[config.mk]
export PLATFORM = sky130hd
export DESIGN_NAME = t1xf_top
export DESIGN_NICKNAME = d
export VERILOG_FILES = /design/src/t1xf_pkg.sv /design/src/t1xf_line_coder.sv /design/src/t1xf_top.sv /design/src/t1xf_zcs.sv
export SDC_FILE = /design/constraint.sdc
export NUM_CORES = 1
export LEC_CHECK = 0
export ABC_AREA = 1
export ABC_CLOCK_PERIOD_IN_PS = 3000
export BUFFER_PORTS_ARGS = -buffer_cell sky130_fd_sc_hd__buf_4
export CORE_ASPECT_RATIO = 0.5
export CORE_MARGIN = 4
export CORE_UTILIZATION = 55
export DETAILED_ROUTE_END_ITERATION = 10
export PLACE_DENSITY = 0.76
export SLEW_MARGIN = 0
export SYNTH_ARGS = -nofsm -noshare
export SYNTH_HDL_FRONTEND = slang
export SYNTH_SLANG_ARGS = --single-unit
[constraint.sdc]
create_clock -name core_clk -period 3 [get_ports core_clk]
set_input_delay 0.6 -clock core_clk [delete_from_list [all_inputs] [get_ports core_clk]]
set_output_delay 0.6 -clock core_clk [all_outputs]
set_load 0.01 [all_outputs]
[src/t1xf_pkg.sv]
// shared constants and types of the t1 transmit framer
package t1xf_pkg;
   // register map
   localparam logic [7:0] ADDR_CFG = 8'h54;
   localparam logic [7:0] ADDR_ALM = 8'h55;
   localparam logic [7:0] ADDR_IBC = 8'h56;
   localparam logic [7:0] ADDR_PAT = 8'h57;
   localparam logic [7:0] ADDR_STAT = 8'hf0;
   // reset values
   localparam logic [7:0] CFG_RST = 8'h00;
   localparam logic [1:0] ALM_RST = 2'h0;
   localparam logic [3:0] IBC_RST = 4'h0;
   localparam logic [7:0] PAT_RST = 8'h00;
   // field positions of transmit_framing_config
   localparam int CFG_TRK = 7;
   localparam int CFG_JPN = 6;
   localparam int CFG_B8ZS = 5;
   localparam int CFG_FMT_HI = 4;
   localparam int CFG_FMT_LO = 2;
   localparam int CFG_ZCS_HI = 1;
   // transmit_alarm_control
   localparam int ALM_YEL = 1;
   localparam int ALM_AIS = 0;
   // inband_code_control, stored as {en, uf, cl[1:0]}
   localparam int IBC_EN = 7;
   localparam int IBC_UF = 6;
   localparam int IBC_CL_HI = 1;
   // framing formats
   localparam logic [2:0] FMT_SF = 3'h0;
   localparam logic [2:0] FMT_DM = 3'h1;
   localparam logic [2:0] FMT_SLC = 3'h2;
   localparam logic [2:0] FMT_DMR = 3'h3;
   localparam logic [2:0] FMT_ESF = 3'h4;
   // frame geometry
   localparam logic [7:0] POS_LAST = 8'hc0;
   localparam logic [7:0] POS_LAST_LOAD = 8'hb8;
   localparam logic [4:0] CHAN_LAST = 5'h17;
   localparam logic [4:0] SF_FRAME_LAST = 5'h0b;
   localparam logic [4:0] ESF_FRAME_LAST = 5'h17;
   localparam logic [11:0] SF_FBITS = 12'h8dc;
   localparam logic [5:0] ESF_FPS = 6'h0b;
   localparam logic [15:0] YEL_BOC = 16'hff00;
   // data-mode sync byte with y and r at one
   localparam logic [7:0] DM_SYNC = 8'hbe;
   localparam int DM_Y = 2;
   localparam int DM_R = 1;
   // zero code suppression
   localparam logic [1:0] ZCS_NONE = 2'h0;
   localparam logic [1:0] ZCS_B8 = 2'h1;
   localparam logic [1:0] ZCS_DDS = 2'h2;
   localparam logic [7:0] ZCS_DDS_BYTE = 8'h98;
   localparam logic [5:0] CRC_POLY = 6'h03;
   // b8zs substitution 000vb0vb, oldest bit in position 7
   localparam logic [7:0] B8ZS_PULSE = 8'h1b;
   localparam logic [7:0] B8ZS_VIOL = 8'h12;

   typedef struct packed {
      logic [7:0] data;
      logic idle;
      logic channel_signalling_zero;
      logic [1:0] zcs;
   } t1xf_chan_t;

   typedef struct packed {
      logic [7:0] cfg;
      logic [1:0] alm;
      logic [3:0] ibc;
      logic [2:0] fmt;
      logic [7:0] pos;
      logic [4:0] frame;
      logic [4:0] chan;
      logic [7:0] sh;
      logic [5:0] crc;
      logic [5:0] crc_out;
      logic [3:0] boc_idx;
      logic [2:0] code_idx;
      logic line_bit;
      logic [7:0] rdata;
   } t1xf_state_t;

   typedef struct packed {
      logic [7:0] pulse;
      logic [7:0] viol;
      logic pol;
      logic pos;
      logic neg;
   } t1xf_lc_state_t;
endpackage

[src/t1xf_line_coder.sv]
// ami / b8zs bipolar line coder with eight bit look-ahead
`timescale 1ns/1ps
`default_nettype none
module t1xf_line_coder (
   // clock and reset
   input wire logic core_clk,
   input wire logic rst_n,
   // serial data and mode
   input wire logic bit_in,
   input wire logic b8zs_en,
   // bipolar outputs
   output logic line_pos,
   output logic line_neg
);
   t1xf_pkg::t1xf_lc_state_t q, d;

   // the window always delays by eight bits so that ami and b8zs share
   // one latency and switching mode never reorders bits
   always_comb begin
      d = q;
      d.pulse = {q.pulse[6:0], bit_in};
      d.viol = {q.viol[6:0], 1'b0};
      if (b8zs_en && d.pulse == 8'h00) begin
         d.pulse = t1xf_pkg::B8ZS_PULSE;
         d.viol = t1xf_pkg::B8ZS_VIOL;
      end
      d.pos = 1'b0;
      d.neg = 1'b0;
      if (q.pulse[7]) begin
         // a violation repeats the last polarity, a mark alternates
         if (!q.viol[7]) begin
            d.pol = ~q.pol;
         end
         d.pos = d.pol;
         d.neg = ~d.pol;
      end
   end

   always_ff @(posedge core_clk or negedge rst_n) begin
      if (!rst_n) begin
         q <= '0;
      end else begin
         q <= d;
      end
   end

   assign line_pos = q.pos;
   assign line_neg = q.neg;
endmodule
`default_nettype wire

[src/t1xf_top.sv]
// t1 transmit basic framer with in-band loop code generator
`timescale 1ns/1ps
`default_nettype none
module t1xf_top #(
   parameter logic [7:0] IDLE_CODE = 8'h7f
) (
   // clock and reset
   input wire logic core_clk,
   input wire logic rst_n,
   // global e1 mode select
   input wire logic global_line_mode_select,
   // register port
   input wire logic [7:0] reg_addr,
   input wire logic [7:0] reg_wdata,
   input wire logic reg_wr,
   input wire logic reg_rd,
   output logic [7:0] reg_rdata,
   // channel source
   input wire t1xf_pkg::t1xf_chan_t chan_in,
   output logic [4:0] chan_sel,
   input wire logic fdl_bit,
   // bipolar line
   output logic line_pos,
   output logic line_neg
);
   t1xf_pkg::t1xf_state_t q, d;
   logic [7:0] pat_q;
   logic hold;
   logic ld;
   logic sig_frame;
   logic trk;
   logic japanese_variant_enable;
   logic yel;
   logic en;
   logic uf;
   logic dm_sync;
   logic [1:0] zeff;
   logic [7:0] zbyte;
   logic [2:0] fidx;
   logic [2:0] code_last;
   logic code_bit;

   assign hold = global_line_mode_select;
   assign trk = q.cfg[t1xf_pkg::CFG_TRK];
   assign japanese_variant_enable = q.cfg[t1xf_pkg::CFG_JPN];
   assign yel = q.alm[t1xf_pkg::ALM_YEL];
   assign en = q.ibc[3];
   assign uf = q.ibc[2];
   // a byte is loaded in the cycle before its channel starts
   assign ld = (q.pos[2:0] == 3'h0) && (q.pos <= t1xf_pkg::POS_LAST_LOAD);
   assign sig_frame = (q.frame == 5'h05) || (q.frame == 5'h0b) ||
                      (q.frame == 5'h11) || (q.frame == 5'h17);
   assign dm_sync = (q.chan == t1xf_pkg::CHAN_LAST) &&
                    ((q.fmt == t1xf_pkg::FMT_DM) ||
                     (q.fmt == t1xf_pkg::FMT_DMR));
   // global and per-channel codes combine bit by bit
   assign zeff = q.cfg[t1xf_pkg::CFG_ZCS_HI:0] | chan_in.zcs;
   assign fidx = 3'(q.frame >> 2);
   assign code_last = 3'(q.ibc[1:0]) + 3'h4;
   assign code_bit = pat_q[3'h7 - q.code_idx];

   t1xf_zcs u_zcs (
      .byte_in(chan_in.data),
      .code(zeff),
      .sig_frame(sig_frame),
      .byte_out(zbyte)
   );

   // next state of the whole framer
   always_comb begin
      logic fb;
      logic bt;
      logic crc_in;
      logic [7:0] b;
      logic [5:0] crc_n;
      fb = 1'b1;
      bt = 1'b0;
      crc_in = 1'b0;
      b = 8'h00;
      crc_n = 6'h00;
      d = q;
      d.rdata = 8'h00;

      // register writes; a reserved format leaves the old one in force
      if (reg_wr) begin
         unique case (reg_addr)
            t1xf_pkg::ADDR_CFG: begin
               d.cfg = reg_wdata;
               if (reg_wdata[t1xf_pkg::CFG_FMT_HI:t1xf_pkg::CFG_FMT_LO]
                   <= t1xf_pkg::FMT_ESF) begin
                  d.fmt = reg_wdata[t1xf_pkg::CFG_FMT_HI:
                                    t1xf_pkg::CFG_FMT_LO];
               end
            end
            t1xf_pkg::ADDR_ALM: d.alm = reg_wdata[1:0];
            t1xf_pkg::ADDR_IBC: d.ibc = {reg_wdata[t1xf_pkg::IBC_EN],
               reg_wdata[t1xf_pkg::IBC_UF],
               reg_wdata[t1xf_pkg::IBC_CL_HI:0]};
            default: d.cfg = q.cfg;
         endcase
      end

      // read data stands in the cycle after the strobe only
      if (reg_rd) begin
         unique case (reg_addr)
            t1xf_pkg::ADDR_CFG: d.rdata = q.cfg;
            t1xf_pkg::ADDR_ALM: d.rdata = {6'h00, q.alm};
            t1xf_pkg::ADDR_IBC: d.rdata = {q.ibc[3:2], 4'h0, q.ibc[1:0]};
            t1xf_pkg::ADDR_PAT: d.rdata = pat_q;
            t1xf_pkg::ADDR_STAT: d.rdata = {q.fmt, q.frame};
            default: d.rdata = 8'h00;
         endcase
      end

      // bit and frame counters
      if (q.pos == t1xf_pkg::POS_LAST) begin
         d.pos = 8'h00;
         if ((q.frame == t1xf_pkg::ESF_FRAME_LAST) ||
             (q.frame == t1xf_pkg::SF_FRAME_LAST &&
              q.fmt != t1xf_pkg::FMT_ESF)) begin
            d.frame = 5'h00;
         end else begin
            d.frame = q.frame + 5'h01;
         end
      end else begin
         d.pos = q.pos + 8'h01;
      end

      // channel byte: suppression, trunk, signalling, yellow, dm sync
      d.sh = {q.sh[6:0], 1'b0};
      if (ld) begin
         b = zbyte;
         if (chan_in.idle || trk) begin
            b = IDLE_CODE;
         end
         if ((chan_in.channel_signalling_zero || trk) && sig_frame) begin
            b[0] = 1'b0;
         end
         if (yel && (q.fmt == t1xf_pkg::FMT_SLC ||
             (q.fmt == t1xf_pkg::FMT_SF && !japanese_variant_enable))) begin
            b[6] = 1'b0;
         end
         if (dm_sync) begin
            b = t1xf_pkg::DM_SYNC;
            b[t1xf_pkg::DM_Y] = ~yel;
            if (q.fmt == t1xf_pkg::FMT_DMR) begin
               b[t1xf_pkg::DM_R] = fdl_bit;
            end
         end
         d.sh = b;
         d.chan = (q.chan == t1xf_pkg::CHAN_LAST) ? 5'h00 :
                  q.chan + 5'h01;
      end

      // framing bit of the current frame
      if (q.fmt == t1xf_pkg::FMT_ESF) begin
         if (!q.frame[0]) begin
            // link bit; yellow sends the alarm code word
            if (yel) begin
               fb = t1xf_pkg::YEL_BOC[4'hf - q.boc_idx];
            end else begin
               fb = fdl_bit;
            end
            if (q.pos == 8'h00) begin
               d.boc_idx = q.boc_idx + 4'h1;
            end
         end else if (q.frame[1:0] == 2'h1) begin
            fb = q.crc_out[3'h5 - fidx];
         end else begin
            fb = t1xf_pkg::ESF_FPS[3'h5 - fidx];
         end
      end else begin
         fb = t1xf_pkg::SF_FBITS[4'hb - 4'(q.frame)];
         if (japanese_variant_enable && yel && q.fmt == t1xf_pkg::FMT_SF &&
             q.frame == t1xf_pkg::SF_FRAME_LAST) begin
            fb = 1'b1;
         end
      end
      if (!yel) begin
         d.boc_idx = 4'h0;
      end

      // line bit: framing slot or payload, then code, then alarm
      bt = (q.pos == 8'h00) ? fb : q.sh[7];
      if (uf && q.pos == 8'h00) begin
         bt = 1'b1;
      end
      if (en && (q.pos != 8'h00 || uf)) begin
         bt = code_bit;
         d.code_idx = (q.code_idx == code_last) ? 3'h0 :
                      q.code_idx + 3'h1;
      end
      // a control write or e1 mode restarts the code at its msb, so a
      // shorter length never strands the index past its end
      if (!en || hold || (reg_wr && reg_addr == t1xf_pkg::ADDR_IBC)) begin
         d.code_idx = 3'h0;
      end

      // crc-6 over the superframe; the japanese variant covers f bits
      crc_in = bt;
      if (q.pos == 8'h00) begin
         crc_in = japanese_variant_enable ? fb : 1'b1;
      end
      crc_n = {q.crc[4:0], 1'b0} ^
              ((q.crc[5] ^ crc_in) ? t1xf_pkg::CRC_POLY : 6'h00);
      d.crc = crc_n;
      if (q.pos == t1xf_pkg::POS_LAST && d.frame == 5'h00) begin
         d.crc_out = crc_n;
         d.crc = 6'h00;
      end

      if (q.alm[t1xf_pkg::ALM_AIS]) begin
         bt = 1'b1;
      end
      d.line_bit = bt;

      // e1 mode keeps the register bank cleared
      if (hold) begin
         d.cfg = t1xf_pkg::CFG_RST;
         d.alm = t1xf_pkg::ALM_RST;
         d.ibc = t1xf_pkg::IBC_RST;
         d.fmt = t1xf_pkg::FMT_SF;
      end
   end

   always_ff @(posedge core_clk or negedge rst_n) begin
      if (!rst_n) begin
         q <= '0;
      end else begin
         q <= d;
      end
   end

   // no reset: the pattern must outlive a chip reset
   always_ff @(posedge core_clk) begin
      if (hold) begin
         pat_q <= t1xf_pkg::PAT_RST;
      end else if (reg_wr && reg_addr == t1xf_pkg::ADDR_PAT) begin
         pat_q <= reg_wdata;
      end
   end

   t1xf_line_coder u_coder (
      .core_clk(core_clk),
      .rst_n(rst_n),
      .bit_in(q.line_bit),
      .b8zs_en(q.cfg[t1xf_pkg::CFG_B8ZS]),
      .line_pos(line_pos),
      .line_neg(line_neg)
   );

   assign reg_rdata = q.rdata;
   assign chan_sel = q.chan;
endmodule
`default_nettype wire

[src/t1xf_zcs.sv]
// zero code suppression of one channel byte
`timescale 1ns/1ps
`default_nettype none
module t1xf_zcs (
   // byte and selection
   input wire logic [7:0] byte_in,
   input wire logic [1:0] code,
   input wire logic sig_frame,
   // result
   output logic [7:0] byte_out
);
   // only an all-zero byte is touched
   always_comb begin
      byte_out = byte_in;
      if (byte_in == 8'h00) begin
         unique case (code)
            t1xf_pkg::ZCS_NONE: byte_out = byte_in;
            t1xf_pkg::ZCS_B8: begin
               if (sig_frame) begin
                  byte_out = 8'h02;
               end else begin
                  byte_out = 8'h01;
               end
            end
            t1xf_pkg::ZCS_DDS: byte_out = t1xf_pkg::ZCS_DDS_BYTE;
            default: byte_out = 8'h02;
         endcase
      end
   end
endmodule
`default_nettype wire

==> flow_summary.ini <==
[power]
irDropWorstVdd_mv = 0.379
p_leak_uw = 0.00267
pwr_density_cell_nw_per_um2 = 521

[global_routing]
grt_pass1_vias = 3770
grt_first_pass_wirelength_um = 18300
grt_max_degree = 51
overflow = 0
antenna_found_initial = 0
grt.total_usage_pct = 22.3

[cells_and_area]
fin_util_pct = 66.6
nets = 675
num_antenna_cells = 0
layout-area-overhead-vs-synth_pct = 13.9
final_cell_area_sq_um = 5520
final_cell_mix = nand2_1 (125), dfrtp_1 (89), inv_1 (88)
drive_above_1_share_pct = 15.5
final_common_cell = nand2_1

[worst_setup_path]
path_class = register to register
path_max_fanout = 14
worstSetupStartpointType = register
rr_worst_depth = 15
cpMostUsedCell = nand2_1
cpPeakStageDelay_ps = 470
crit_chain = inv_2 > ha_1 > nand2_1 > nor2_2 > nand2_1 > nand2_1 > inv_2 > nor2_2 > inv_2 > nand3b_1 > nand3_2 > nor2_4 > inv_1 > nand2_1 > nand2_1
end_kind = register
crit_path_top_delay_cell = dfrtp_1
required_ps = 3240
rrSetupSlack_ps = 720
worstPathArrival_ps = 2520

[yosys]
synth_simple_gate_area_share_pct = 23.5
yosysUniqueCellTypes = 46
muxShareOfSynthArea_pct = 0
netlist_area_sq_um = 4850
yosysWarnings = 0
ys_seq_area_share_pct = 49.2
synth.net_count = 638
synth_adder_area_share_pct = 3.35
synth-compound-area-share_pct = 12.7
synthXorXnorAreaFrac_pct = 0.723
synth_top_family_by_area = simple AND/OR/NAND/NOR gates
syn_inst = 591
avgSynthCellArea_sq_um = 8.20
ys_ff_latch = 97

[timing]
rsz0062_at_grt = no
setup_violations = 0
whs_ps = 279
relSlewSlack_pct = 38.8
final.setup.tns_ps = 0
post-route-min-period_ps = 2280
fmax_mhz = 439
finClkSkew_ps = 6.38
worst_slew_pin_slew_ps = 910
finalWorstSetupSlack_ps = 721
drv_slew = 0
hold_viol = 0
min_period_over_period_pct = 76.0

[job]
maxCapViolCount = 0

[cts]
cts_setup_buffers = 0
ctsHtreeMaxLevel = 3
cts.sinks = 97
cts_resized = 0
hold_buffers = 0
cts_made_buffers = 9
cts_tree = built
clk_latency_ps = 350
cts_buffer_depth = 2
cts.clk_slew.worst_paths_ps = 70
cts-root-buf = clkbuf_16

[place]
post-dp-hpwl_um = 8030
numPortBuffers = 48
place_area_sq_um = 5220
pre_cts_slack_ps = 749
place_congestion = 0.950

[floorplan]
core_sq_um = 8290
dieWidth_um = 141
initial_core_util_pct = 58.5
io_pins = 49
dieArea_sq_um = 10500
row_count = 23
die_h_um = 74.4

[worst_hold_path]
hp-class = input pin to async pin

[outcome]
outcome = completed

[drt]
drc = 0
vias = 3970
wirelength_um = 10700
drt_iter0_drc = 377
avgRoutedWirePerCell_um = 14.4
ant_nets = 0
drt-pass1-iter-count = 5
viasPerCell = 5.33
==> kinds of logic (layout without fill, tap and decap cells) <==
group,count (synthesis),after routing
AND/OR/NAND/NOR,256,256
flip-flops,97,97
adder cells (fa/ha/maj),13,13
XOR/XNOR,4,4
buffers and inverters,119,161
AO/OA/AOI/OAI,102,102
==> critical path: cells and delay by family, from the launching register on <==
kind	cells	cell delay (ps)
AND/OR/NAND/NOR	10	1080
flip-flops	1	470
buffers and inverters	4	440
adder cells (fa/ha/maj)	1	170
==> metal layers <==
metal | part of all wire [%] | global-route usage [%]
met1 | 48 | 30.8
met2 | 45 | 34.9
met3 | 5.9 | 5.84
met4 | 1.2 | 7.30
met5 | 0 | 0
==> path summary, 6_finish.rpt <==
kind,start,to
worst max-delay path,fidx[0]$_DFF_PN0_,q[17]$_DFFE_PN0P_
worst min-delay path,rst_n,q[10]$_DFFE_PN0P_
worst max register to register,fidx[0]$_DFF_PN0_,q[17]$_DFFE_PN0P_
worst min register to register,u_coder.q[17]$_DFF_PN0_,u_coder.q[18]$_DFF_PN0_
max in group asynchronous,rst_n,chan_sel[1]$_DFFE_PN0P_
min in group core_clk,u_coder.q[17]$_DFF_PN0_,u_coder.q[18]$_DFF_PN0_
==> synth_stat cells, drive strengths merged <==
cell type | count | area, sq um
a211o | 1 | 8.76
a211oi | 5 | 37.5
a21o | 1 | 7.51
a21oi | 26 | 145
a221oi | 2 | 17.5
a31oi | 2 | 12.5
a32o | 1 | 10.0
buf | 16 | 119
clkbuf | 7 | 26.3
clkinv | 1 | 8.76
dfrtp | 89 | 2230
dfxtp | 8 | 160
ha | 13 | 163
inv | 95 | 357
nand2 | 126 | 480
nand3 | 35 | 208
nand3b | 1 | 7.51
nand4 | 4 | 25.0
nor2 | 68 | 293
nor3 | 12 | 60.1
nor3b | 1 | 7.51
nor4 | 3 | 18.8
o211ai | 2 | 15.0
o21a | 1 | 7.51
o21ai | 50 | 269
o221ai | 3 | 26.3
o22a | 1 | 8.76
o22ai | 4 | 25.0
o31ai | 1 | 7.51
o32ai | 2 | 17.5
or2 | 6 | 37.5
xnor2 | 1 | 8.76
xor2 | 3 | 26.3
==> power breakdown <==
part	leakage, uW	internal (uW)	total [uW]	switching [uW]
sequential	0.00117	1400	1470	66.6
clock	0.000145	622	1140	513
combinational	0.00135	110	272	163
==> area by class of cell <==
type,instances,area (sq um)
fill,698,2770
sequential,97,2390
multi-input combinational,375,1950
timing repair buffer,49,380
inverter,96,365
clock buffer,11,253
tap,112,140
clock inverter,5,45.0
==> state kept, by name (all words and copies together) (netlist names) <==
name	cells
u_coder.line_neg	1
reg_rdata	8
u_coder.q	16
pat_q	8
japanese_variant_enable	1
en	1
q	53
chan_sel	5
fidx	3
u_coder.line_pos	1
==> stage by stage <==
step	std cells	power [uW]
floorplan	591	1630
global placement	729	1760
detailed placement	729	1770
CTS	745	2910
global route	745	3020
finish	745	2880
No activity file was read; power rests on OpenSTA's default activity.
